--- src/verilog/uart_lsf_pkg.sv ---
// Constants and types shared by the line status flag block
package uart_lsf_pkg;

  // Register byte offsets on the Avalon slave
  localparam logic [3:0] LINE_STATUS_OFS = 4'h0;
  localparam logic [3:0] CONTROL_OFS     = 4'h4;
  localparam logic [3:0] IRQ_STATUS_OFS  = 4'h8;
  localparam logic [3:0] IRQ_MASK_OFS    = 4'hc;

  // Line status word bit positions
  localparam int ERR_SUMMARY_BIT = 7;
  localparam int TX_EMPTY_BIT    = 6;
  localparam int HOLD_EMPTY_BIT  = 5;
  localparam int BREAK_BIT       = 4;

  // Control register bit positions
  localparam int CTRL_FIFO_BIT  = 0;
  localparam int CTRL_TXIRQ_BIT = 1;
  localparam int CTRL_LSIRQ_BIT = 2;
  localparam logic [2:0] CTRL_RESET = 3'h0;

  // Interrupt status and mask bit positions
  localparam int IRQ_HOLD_BIT  = 0;
  localparam int IRQ_BREAK_BIT = 1;
  localparam int IRQ_ERR_BIT   = 2;
  localparam logic [2:0] IRQ_RESET = 3'h0;

  // FIFO geometry
  localparam int PTR_W = 4;
  localparam int CNT_W = 5;
  localparam logic [CNT_W-1:0] FIFO_DEPTH = 5'h10;
  localparam logic [CNT_W-1:0] BUF_DEPTH  = 5'h01;

  // Break detection counter width
  localparam int BRK_CNT_W = 5;

  typedef struct packed {
    logic parity;
    logic framing;
    logic brk;
  } rx_tag_t;

  typedef struct packed {
    logic errorSummary;
    logic transmitterEmpty;
    logic txHoldingEmpty;
    logic breakFlag;
  } line_flags_t;

endpackage

--- src/verilog/uart_line_status_flags.sv ---
// Line status flags: error summary, transmitter empty, holding empty, break
//
// Overview of operation
// RULE_01 - Non-FIFO: error flag follows buffer, read clears
// RULE_02 - FIFO: error flag while any erroneous entry
// RULE_03 - Non-FIFO: empty when holding and shifter empty
// RULE_04 - FIFO: empty when FIFO and shifter empty
// RULE_05 - Holding empty with enable raises interrupt
// RULE_06 - Non-FIFO: load clears, transfer sets holding empty
// RULE_07 - FIFO: write clears, last transfer sets
// RULE_08 - Host writes transmit FIFO only when not full
// RULE_09 - Break when line low beyond character time
// RULE_10 - Break flag with enable raises interrupt
// RULE_11 - Non-FIFO: break tied to buffer, read clears
// RULE_12 - FIFO: break clears unless next entry tagged
// RULE_13 - FIFO: break flag reports head entry
// RULE_14 - Host never writes the line status register
// RULE_15 - Parity, framing, break tags stored per entry
// RULE_16 - Bits above seven read as zero
//
// The Avalon-MM interface to the registers and the address map were chosen for this implementation.
`timescale 1ns/1ps
module uart_line_status_flags
  import uart_lsf_pkg::*;
(
  // Clock and reset
  input  wire logic        sys_clk,
  input  wire logic        rst_b,
  // Avalon-MM slave
  input  wire logic [3:0]  address,
  input  wire logic        read,
  input  wire logic        write,
  input  wire logic [31:0] writedata,
  output logic [31:0]      readdata,
  output logic             waitrequest,
  // Receiver side
  input  wire logic        rxLine,
  input  wire logic        baudTick,
  input  wire logic [3:0]  charBits,
  input  wire logic        rxCharValid,
  input  wire rx_tag_t     rxCharTag,
  input  wire logic        rxRead,
  // Transmitter side
  input  wire logic        txWrite,
  input  wire logic        txShiftLoad,
  input  wire logic        txShiftBusy,
  output logic             txFull,
  // Interrupts
  output logic             txEmptyIrq,
  output logic             lineStatusIrq,
  output logic             irq
);

  // Control and interrupt registers
  logic [2:0]  control;
  logic [2:0]  next_control;
  logic [2:0]  irqStatus;
  logic [2:0]  next_irqStatus;
  logic [2:0]  irqMask;
  logic [2:0]  next_irqMask;
  logic        ack;
  logic        next_ack;
  logic [31:0] next_readdata;

  // Receive tag store
  rx_tag_t           tagMem [0:15];
  logic [PTR_W-1:0]  rdPtr;
  logic [PTR_W-1:0]  next_rdPtr;
  logic [PTR_W-1:0]  wrPtr;
  logic [PTR_W-1:0]  next_wrPtr;
  logic [CNT_W-1:0]  rxCount;
  logic [CNT_W-1:0]  next_rxCount;
  logic [CNT_W-1:0]  errCount;
  logic [CNT_W-1:0]  next_errCount;
  logic              memWe;
  logic [PTR_W-1:0]  memIdx;

  // Transmit occupancy
  logic [CNT_W-1:0]  txCount;
  logic [CNT_W-1:0]  next_txCount;
  logic              fifoModeQ;

  logic              fifoMode;
  logic              flush;
  logic              breakPulse;
  logic              pushValid;
  rx_tag_t           pushTag;
  logic              pushErr;
  logic              pop;
  rx_tag_t           headTag;
  logic              headErr;
  logic              txAccept;
  logic              txDrain;
  line_flags_t       flags;
  line_flags_t       prevFlags;
  logic [31:0]       lineStatusWord;
  logic              busReq;
  logic              wrTaken;

  break_detect break_detect_i (
    .sys_clk    (sys_clk),
    .rst_b      (rst_b),
    .rxLine     (rxLine),
    .baudTick   (baudTick),
    .charBits   (charBits),
    .breakPulse (breakPulse)
  );

  assign fifoMode = control[CTRL_FIFO_BIT];
  // Mode change empties both sides so stale tags never reach the head
  assign flush    = fifoMode != fifoModeQ;

  // Receive tags
  always_comb begin
    pushValid = rxCharValid | breakPulse;
    pushTag   = rxCharTag;
    pushTag.brk = rxCharTag.brk | breakPulse; // [RULE_09]
    pushErr   = pushTag.parity | pushTag.framing | pushTag.brk;
    headTag   = tagMem[rdPtr];
    headErr   = headTag.parity | headTag.framing | headTag.brk;
    pop       = rxRead && rxCount != '0;
  end

  always_comb begin
    next_rdPtr    = rdPtr;
    next_wrPtr    = wrPtr;
    next_rxCount  = rxCount;
    next_errCount = errCount;
    memWe         = 1'b0;
    memIdx        = wrPtr;
    if (flush) begin
      next_rdPtr    = '0;
      next_wrPtr    = '0;
      next_rxCount  = '0;
      next_errCount = '0;
    end else if (!fifoMode) begin
      // Single buffer: a new character overwrites, a read empties
      if (pushValid) begin // [RULE_11]
        memWe         = 1'b1;
        memIdx        = rdPtr;
        next_rxCount  = BUF_DEPTH;
        next_errCount = {4'h0, pushErr};
      end else if (pop) begin // [RULE_01]
        next_rxCount  = '0;
        next_errCount = '0;
      end
    end else begin
      if (pop) begin // [RULE_12]
        next_rdPtr    = rdPtr + 4'h1;
        next_rxCount  = next_rxCount - 5'h01;
        next_errCount = next_errCount - {4'h0, headErr};
      end
      // Overrun drops the character when the store is full
      if (pushValid && next_rxCount < FIFO_DEPTH) begin // [RULE_15]
        memWe         = 1'b1;
        next_wrPtr    = wrPtr + 4'h1;
        next_rxCount  = next_rxCount + 5'h01;
        next_errCount = next_errCount + {4'h0, pushErr};
      end
    end
  end

  always_ff @(posedge sys_clk) begin
    if (memWe) begin
      tagMem[memIdx] <= pushTag; // [RULE_15]
    end
  end

  // Transmit occupancy
  always_comb begin
    txFull    = txCount >= (fifoMode ? FIFO_DEPTH : BUF_DEPTH);
    txAccept  = txWrite && !txFull; // [RULE_08]
    txDrain   = txShiftLoad && txCount != '0;
    next_txCount = txCount;
    if (flush) begin
      next_txCount = '0;
    end else begin
      if (txAccept) begin // [RULE_06] [RULE_07]
        next_txCount = next_txCount + 5'h01;
      end
      if (txDrain) begin // [RULE_06] [RULE_07]
        next_txCount = next_txCount - 5'h01;
      end
    end
  end

  // Flag derivation
  always_comb begin
    flags.errorSummary = fifoMode ? (errCount != '0) // [RULE_02]
                                  : (rxCount != '0 && headErr); // [RULE_01]
    flags.transmitterEmpty = txCount == '0 && !txShiftBusy; // [RULE_03] [RULE_04]
    flags.txHoldingEmpty   = txCount == '0; // [RULE_06] [RULE_07]
    flags.breakFlag        = rxCount != '0 && headTag.brk; // [RULE_11] [RULE_13]
    lineStatusWord = '0; // [RULE_16]
    lineStatusWord[ERR_SUMMARY_BIT] = flags.errorSummary;
    lineStatusWord[TX_EMPTY_BIT]    = flags.transmitterEmpty;
    lineStatusWord[HOLD_EMPTY_BIT]  = flags.txHoldingEmpty;
    lineStatusWord[BREAK_BIT]       = flags.breakFlag;
    txEmptyIrq    = flags.txHoldingEmpty && control[CTRL_TXIRQ_BIT]; // [RULE_05]
    lineStatusIrq = flags.breakFlag && control[CTRL_LSIRQ_BIT]; // [RULE_10]
    irq           = |(irqStatus & irqMask);
  end

  // Bus slave: one wait cycle, answer at the second edge
  always_comb begin
    busReq      = read | write;
    waitrequest = busReq && !ack;
    next_ack    = busReq && !ack;
    wrTaken     = write && ack;
    next_readdata = readdata;
    if (read && !ack) begin
      case (address)
        LINE_STATUS_OFS: next_readdata = lineStatusWord;
        CONTROL_OFS:     next_readdata = {29'h0, control};
        IRQ_STATUS_OFS:  next_readdata = {29'h0, irqStatus};
        IRQ_MASK_OFS:    next_readdata = {29'h0, irqMask};
        default:         next_readdata = 32'h0;
      endcase
    end
    next_control = control;
    next_irqMask = irqMask;
    // Writes to the line status word fall through and are ignored
    if (wrTaken && address == CONTROL_OFS) begin // [RULE_14]
      next_control = writedata[2:0];
    end
    if (wrTaken && address == IRQ_MASK_OFS) begin
      next_irqMask = writedata[2:0];
    end
    next_irqStatus = irqStatus;
    if (wrTaken && address == IRQ_STATUS_OFS) begin
      next_irqStatus = irqStatus & ~writedata[2:0];
    end
    // Rising holding empty, break and error summary flags set sticky bits; a set beats a same-cycle clear
    if (flags.txHoldingEmpty && !prevFlags.txHoldingEmpty) begin
      next_irqStatus[IRQ_HOLD_BIT] = 1'b1;
    end
    if (flags.breakFlag && !prevFlags.breakFlag) begin
      next_irqStatus[IRQ_BREAK_BIT] = 1'b1;
    end
    if (flags.errorSummary && !prevFlags.errorSummary) begin
      next_irqStatus[IRQ_ERR_BIT] = 1'b1;
    end
  end

  always_ff @(posedge sys_clk or negedge rst_b) begin
    if (!rst_b) begin
      control   <= CTRL_RESET;
      irqStatus <= IRQ_RESET;
      irqMask   <= IRQ_RESET;
      ack       <= 1'b0;
      readdata  <= 32'h0;
      rdPtr     <= '0;
      wrPtr     <= '0;
      rxCount   <= '0;
      errCount  <= '0;
      txCount   <= '0;
      fifoModeQ <= 1'b0;
      // Idle levels, so leaving reset sets no sticky bit
      prevFlags <= '{errorSummary: 1'b0, transmitterEmpty: 1'b1,
                     txHoldingEmpty: 1'b1, breakFlag: 1'b0};
    end else begin
      control   <= next_control;
      irqStatus <= next_irqStatus;
      irqMask   <= next_irqMask;
      ack       <= next_ack;
      readdata  <= next_readdata;
      rdPtr     <= next_rdPtr;
      wrPtr     <= next_wrPtr;
      rxCount   <= next_rxCount;
      errCount  <= next_errCount;
      txCount   <= next_txCount;
      fifoModeQ <= fifoMode;
      prevFlags <= flags;
    end
  end
endmodule // uart_line_status_flags

--- src/verilog/break_detect.sv ---
// Break detector on the serial receive line
`timescale 1ns/1ps
module break_detect
  import uart_lsf_pkg::*;
(
  // Clock and reset
  input  wire logic                 sys_clk,
  input  wire logic                 rst_b,
  // Line and bit timing
  input  wire logic                 rxLine,
  input  wire logic                 baudTick,
  input  wire logic [3:0]           charBits,
  // Result
  output logic                      breakPulse
);

  logic [BRK_CNT_W-1:0] lowBits;
  logic [BRK_CNT_W-1:0] next_lowBits;
  logic                 armed;
  logic                 next_armed;
  logic                 next_breakPulse;

  always_comb begin
    next_lowBits    = lowBits;
    next_armed      = armed;
    next_breakPulse = 1'b0;
    if (rxLine) begin
      next_lowBits = '0;
      next_armed   = 1'b1;
    end else if (baudTick && armed) begin
      // A full character of low bits seen; one more means longer than that
      if (lowBits == {1'b0, charBits}) begin // [RULE_09]
        next_breakPulse = 1'b1;
        next_armed      = 1'b0;
      end else begin
        next_lowBits = lowBits + 5'h01;
      end
    end
  end

  always_ff @(posedge sys_clk or negedge rst_b) begin
    if (!rst_b) begin
      lowBits    <= '0;
      armed      <= 1'b0;
      breakPulse <= 1'b0;
    end else begin
      lowBits    <= next_lowBits;
      armed      <= next_armed;
      breakPulse <= next_breakPulse;
    end
  end
endmodule // break_detect

--- config.mk ---
export PLATFORM = sky130hd
export DESIGN_NAME = uart_line_status_flags
export DESIGN_NICKNAME = d
export VERILOG_FILES = /design/src/verilog/uart_lsf_pkg.sv /design/src/verilog/uart_line_status_flags.sv /design/src/verilog/break_detect.sv
export SDC_FILE = /design/constraint.sdc
export NUM_CORES = 1
export LEC_CHECK = 0
export ABC_CLOCK_PERIOD_IN_PS = 4300
export BUFFER_PORTS_ARGS = -buffer_cell sky130_fd_sc_hd__buf_2
export CORE_MARGIN = 3
export CORE_UTILIZATION = 57
export CTS_CLUSTER_SIZE = 14
export DETAILED_ROUTE_END_ITERATION = 10
export GPL_ROUTABILITY_DRIVEN = 0
export GPL_TIMING_DRIVEN = 0
export PLACE_DENSITY = 0.93
export SLEW_MARGIN = 20
export SYNTH_ARGS = -nofsm -noshare
export SYNTH_HDL_FRONTEND = slang
export SYNTH_SLANG_ARGS = --single-unit
--- constraint.sdc ---
create_clock -name sys_clk -period 4.3 [get_ports sys_clk]
set_clock_uncertainty 0.2 [all_clocks]
set_input_delay 0 -clock sys_clk [delete_from_list [all_inputs] [get_ports sys_clk]]
set_output_delay 0 -clock sys_clk [all_outputs]
set_load 0.005 [all_outputs]
* Word-level counts from Yosys, hierarchy flattened
Memories as Yosys holds them, arrays and structs flattened.
Index checks and enable logic that the tools add are counted.
** Word-level totals
- Flip-flop bits (word level) :: 76
- Memory bits (writable) :: 48
- Input port bits :: 54
- Word-level logic and storage cells :: 141
- Memories kept :: 1
** Cells by class
- $add $sub $neg :: 9
- Order comparisons :: 2
- Eq/ne operators :: 6
- Multiplexer cells :: 50
- Bitwise operators :: 10
- Reduce and logical (&&, ||, !) cells :: 44
** Memory list
- tagMem :: depth 16, width 3, rd ports 1, clocked after Yosys merged registers in 0, wr ports 1, RTL line uart_line_status_flags.sv:66 : rx_tag_t tagMem [0:15];
** Operators by type and width (count)
- $mux 5 :: 23
- $mux 4 :: 9
- $pmux 8 s4 :: 1
- $logic_and 1x1->1 :: 19
- $mux 1 :: 16
- $reduce_bool 2->1 :: 8
- $add 5x1->5 const B :: 3
- $reduce_bool 5->1 :: 3
- $sub 5x1->5 const B :: 2
- $add 4x1->4 const B :: 2
- $eq 4x4->1 const B :: 2
- $reduce_and 2->1 :: 4
- $or 1x1->1 :: 7
- $and 3x3->3 :: 2
- $logic_not 1->1 :: 6
- $add 5x1->5 :: 1
- $eq 5x4->1 :: 1
- $ge 5x5->1 :: 1
- $logic_not 5->1 :: 1
- $lt 5x5->1 const B :: 1
- $sub 5x1->5 :: 1
- $eq 4x3->1 const B :: 1
- $logic_not 4->1 :: 1
- $reduce_bool 4->1 :: 1
- 5 further kinds :: 5

* Longest topological paths before layout
- Depth in word-level cells :: 12
- Depth in mapped cells :: 17
- Gate-level depth less buffers :: 15

* Cells and area by module
From an unflattened synthesis, not the netlist that was laid out.
** Second synthesis, totals
- Cell total of the unflattened synthesis :: 505
- Area, all modules :: 5392.7 um2
** Modules (own cells, without submodules)
- uart_line_status_flags :: instances 1, cells each 458, area an instance 4919.7 um2, seq. area each 2543.7 um2
- break_detect :: instances 1, cells each 47, area an instance 473.0 um2, seq. area each 175.2 um2

* Worst setup path before layout
OpenSTA, ideal clock, no wires.
- Path kind :: register to register
- Start :: reg rdPtr[0]
- End :: reg errCount[4]
- Library setup time :: 128 ps
- Data arrival time :: 3161 ps
- Data required time :: 3972 ps
- Setup slack :: 811 ps
- Stages on the path, launching flop included :: 18
- Buffers on the path :: 2
- Clock period less this slack :: 3489 ps
- Cell sequence :: dfrtp_1 buf_2 clkbuf_1 inv_1 o41ai_1 a211o_1 o2111ai_1 nor2_1 inv_1 ha_1 ha_1 a21oi_2 ha_1 o221ai_1 a221oi_2 xnor2_1 a21oi_1 o22ai_1
** Between the ends
- Word-level cells in the longest chain between the ends :: 11
** Ends and longest elaborated chain
- start, declared :: RTL line uart_line_status_flags.sv:67 : logic [PTR_W-1:0] rdPtr;
- start signal, assigned :: RTL line uart_line_status_flags.sv:267 : rdPtr <= next_rdPtr;
- $mem_v2 16x3 (*)
- $or 1x1->1 :: RTL line uart_line_status_flags.sv:120 : headErr = headTag.parity | headTag.framing | headTag.brk;
- $or 1x1->1 (*) :: RTL line uart_line_status_flags.sv:120
- $sub 5x1->5 (*) :: RTL line uart_line_status_flags.sv:151 : next_errCount = next_errCount - {4'h0, headErr};
- $mux 5 (*) :: RTL line uart_line_status_flags.sv:148 : if (pop) begin
- $mux 5 (*) :: RTL line uart_line_status_flags.sv:136 : end else if (!fifoMode) begin
- $mux 5 (*) :: RTL line uart_line_status_flags.sv:131 : if (flush) begin
- $add 5x1->5 :: RTL line uart_line_status_flags.sv:158 : next_errCount = next_errCount + {4'h0, pushErr};
- $mux 5 (*) :: RTL line uart_line_status_flags.sv:154 : if (pushValid && next_rxCount < FIFO_DEPTH) begin
- $mux 5 (*) :: RTL line uart_line_status_flags.sv:136
- $mux 5 (*) :: RTL line uart_line_status_flags.sv:131
- end signal, assigned :: RTL line uart_line_status_flags.sv:270 : errCount <= next_errCount;
- end, declared :: RTL line uart_line_status_flags.sv:73 : logic [CNT_W-1:0] errCount;
Every way passes the cells marked *; elsewhere a longest branch is shown, timed or not. The select of a mux whose other input is x is not followed.
A chain may end at the register's enable or synchronous reset.

* Worst setup path after layout
- Start :: reg rdPtr[1]
- End :: reg errCount[4]
The elaborated chain is that of the path after synthesis.

==> flow_summary.json <==
{
  "cts_tree": "built",
  "htree_levels": 3,
  "globalRouteTotalUtil_pct": 23.8,
  "tightest_slew_ns": 0.978,
  "final_area_um2": 6190,
  "insertion_delay_ns": 0.36,
  "critPathLaunchType": "flop",
  "antenna_found_initial": 0,
  "cp_num_buf_inv": 3,
  "cts.path.max_buffers": 2,
  "path_max_fanout": 10,
  "maxCapViolCount": 0,
  "vias": 4142,
  "grt-ovfl-total": 0,
  "cts-root-buf": "clkbuf_8",
  "ant_nets": 0,
  "num_antenna_cells": 0,
  "hp-class": "in2async",
  "vdd_drop_max_mv": 0.219,
  "area_growth_pct": 16.3,
  "port_buffers": 34,
  "finalSetupViolCount": 0,
  "path_cells": "buf_2 -> clkbuf_2 -> o41ai_1 -> o2111ai_1 -> nor2_1 -> inv_1 -> ha_1 -> ha_1 -> a21oi_2 -> ha_1 -> o221ai_1 -> a221oi_2 -> xnor2_1 -> a21oi_1 -> o22ai_1",
  "synth_area_um2": 5320,
  "total_power_uw": 3290,
  "synth_edf_count": 48,
  "ys_types": 67,
  "synth_top_area_share_pct": 27.1,
  "timing.fmax_mhz": 253,
  "synth.avg_cell_area_um2": 10.8,
  "worstPathArrival_ns": 4.00,
  "critPathKind": "reg2reg",
  "dpl-instance-area_um2": 5720,
  "via_per_inst": 5.89,
  "synth.area.top_cells": "edfxtp_1 27%, dfrtp_1 24%, nor2_1 3.9%",
  "slew_viol_final": 0,
  "end_kind": "flop",
  "start_util_pct": 59.9,
  "drt_iter0_markers": 361,
  "synth_top_area_cell": "edfxtp_1",
  "max_stage_delay_ns": 0.48,
  "hold-worst-slack_ns": -0.00732,
  "path_common_cell": "ha_1",
  "syn_inst": 492,
  "cpLargestDelayFamily": "compound AO/OA/AOI/OAI gates",
  "nFillCells": 593,
  "rows": 34,
  "cts_setup_buffers": 0,
  "grt_pass1_vias": 4112,
  "routedWlPerCell_um": 17.1,
  "failed_checks": "negative hold slack",
  "min_period_over_period_pct": 91.9,
  "die_area_um2": 10500,
  "synth_seq_area_share_pct": 51.1,
  "core-area_um2": 8890,
  "firstDrtPassIters": 5,
  "clock_sinks": 99,
  "grt_max_degree": 52,
  "num-nets-final": 659,
  "grt_pass1_wl_um": 19400,
  "rsz0062_at_grt": "no",
  "cpMaxStageDelayCell": "o41ai_1",
  "slew-limit-headroom_pct": 33.9,
  "drt-total-wl_um": 12000,
  "drive_gt1_share_pct": 19.0,
  "power_leakage_uw": 0.00257,
  "clkTransAtPathRegs_ns": 0.09,
  "finalSetupTns_ns": 0,
  "crit_required_ns": 4.35,
  "post-dp-hpwl_um": 8020,
  "drc": 0,
  "synth_flop_cell": "dfrtp_1",
  "place_inst": 658,
  "min_period_ns": 3.95,
  "die_w_um": 103,
  "boundaryPins": 91,
  "hold_viol_final": 7,
  "outcome": "finished, violations left",
  "cts-buffers-inserted": 9,
  "p_per_area_nw_per_um2": 532,
  "ys_seq_elements": 99,
  "async_flop_share_pct": 51.5,
  "ys_warn_count": 0,
  "dieHeight_um": 103,
  "fin_cells": 703
}
[power by group]
group          internal, µW  switching, µW
sequential             1160            138
combinational           609            860
clock                   214            317
total                  1980           1310
[registers in the layout, summed over array words and instances (netlist names), 4 cells and up]
register                count
txCount                     5
rxCount                     5
readdata                    7
rdPtr                       4
wrPtr                       4
tagMem                     48
break_detect_i.lowBits      5
errCount                    5
[through the flow]
stage,util [%],setup WS [ns]
3_5_place_dp,64.3,0.109
2_1_floorplan,-,0.811
3_3_place_gp,64.3,0.250
5_1_grt,69.6,0.0375
4_1_cts,69.5,0.0575
6_report,69.6,0.349
[cells in the final DEF, fill, tap and decap left out, types with 7 or more instances in the layout]
| cell | count |
|---|---|
| nor3_1 | 15 |
| a22oi_1 | 7 |
| nand3_1 | 10 |
| xnor2_1 | 10 |
| nand2b_1 | 10 |
| mux2_2 | 10 |
| buf_2 | 34 |
| dlygate4sd3_1 | 29 |
| o21ai_0 | 20 |
| a21oi_1 | 16 |
| mux2i_1 | 11 |
| edfxtp_1 | 48 |
| ha_1 | 15 |
| inv_1 | 23 |
| buf_4 | 26 |
| nor2_1 | 55 |
| dfrtp_1 | 50 |
| or3_1 | 7 |
| nor2b_1 | 7 |
| clkbuf_8 | 9 |
| conb_1 | 25 |
| nand2_1 | 46 |
| clkbuf_1 | 10 |
| xor2_1 | 7 |
[area by class of cell]
type | instances | area (µm²) | share of cell area (%)
Clock buffer | 11 | 131 | 2.12
Sequential cell | 99 | 2720 | 43.9
Clock inverter | 5 | 38.8 | 0.627
Buffer | 41 | 288 | 4.65
Tap cell | 108 | 135 | 2.18
Multi-Input combinational cell | 353 | 2330 | 37.6
Timing Repair Buffer | 63 | 463 | 7.48
Inverter | 23 | 86.3 | 1.40
[worst register-to-register path: stages (launching register included)]
cell and delay (ns):
dfrtp_1 0.46, buf_2 0.24, clkbuf_2 0.25, o41ai_1 0.48
o2111ai_1 0.25, nor2_1 0.24, inv_1 0.07, ha_1 0.20
ha_1 0.29, a21oi_2 0.18, ha_1 0.18, o221ai_1 0.18
a221oi_2 0.24, xnor2_1 0.13, a21oi_1 0.16, o22ai_1 0.09
[path summary, 6_finish.rpt]
path,startpoint,to,slack (ns),cells after the start
max,rdPtr[1],errCount[4],0.35,15
min,rst_b,readdata[5],-0.007,2
max reg2reg,rdPtr[1],errCount[4],0.35,15
min reg2reg,prevFlags[3],irqStatus[2],0.29,1
max in group asynchronous,rst_b,break_detect_i.breakPulse,3.47,2
min in group sys_clk,txWrite,txCount[3],0.12,6
[cells by family after synthesis]
| kind of cell | share of synthesized area [%] |
|---|---|
| simple gates | 17.4 |
| fa+ha+maj | 3.53 |
| flops | 51.1 |
| xor+xnor | 3.31 |
| buf+inv | 6.89 |
| mux | 5.88 |
| compound gates | 11.8 |
| other cells | 0.0705 |
[repair_timing]
action                                 CTS  global route
hold buffers                            29             0
setup endpoints to repair                0             2
resized for setup                        0             7
endpoints found under the hold margin  138             0
[cell usage after synthesis, drive strengths merged, types with 8 or more instances]
| cell type | n |
|---|---|
| a21oi | 19 |
| buf | 31 |
| clkbuf | 10 |
| dfrtp | 50 |
| edfxtp | 48 |
| ha | 15 |
| inv | 23 |
| mux2 | 10 |
| mux2i | 11 |
| nand2 | 46 |
| nand2b | 10 |
| nand3 | 10 |
| nor2 | 55 |
| nor3 | 15 |
| o21ai | 22 |
| or3 | 8 |
| xnor2 | 11 |
[metal layers]
metal,up-vias,global-route usage (%),share of wire [%]
met1,1987,29.4,40
li1,1935,-,-
met4,0,9.18,2.2
met3,32,4.87,7.0
met5,-,0,0
met2,188,41.2,51
Power figures use the tool's default switching activity.
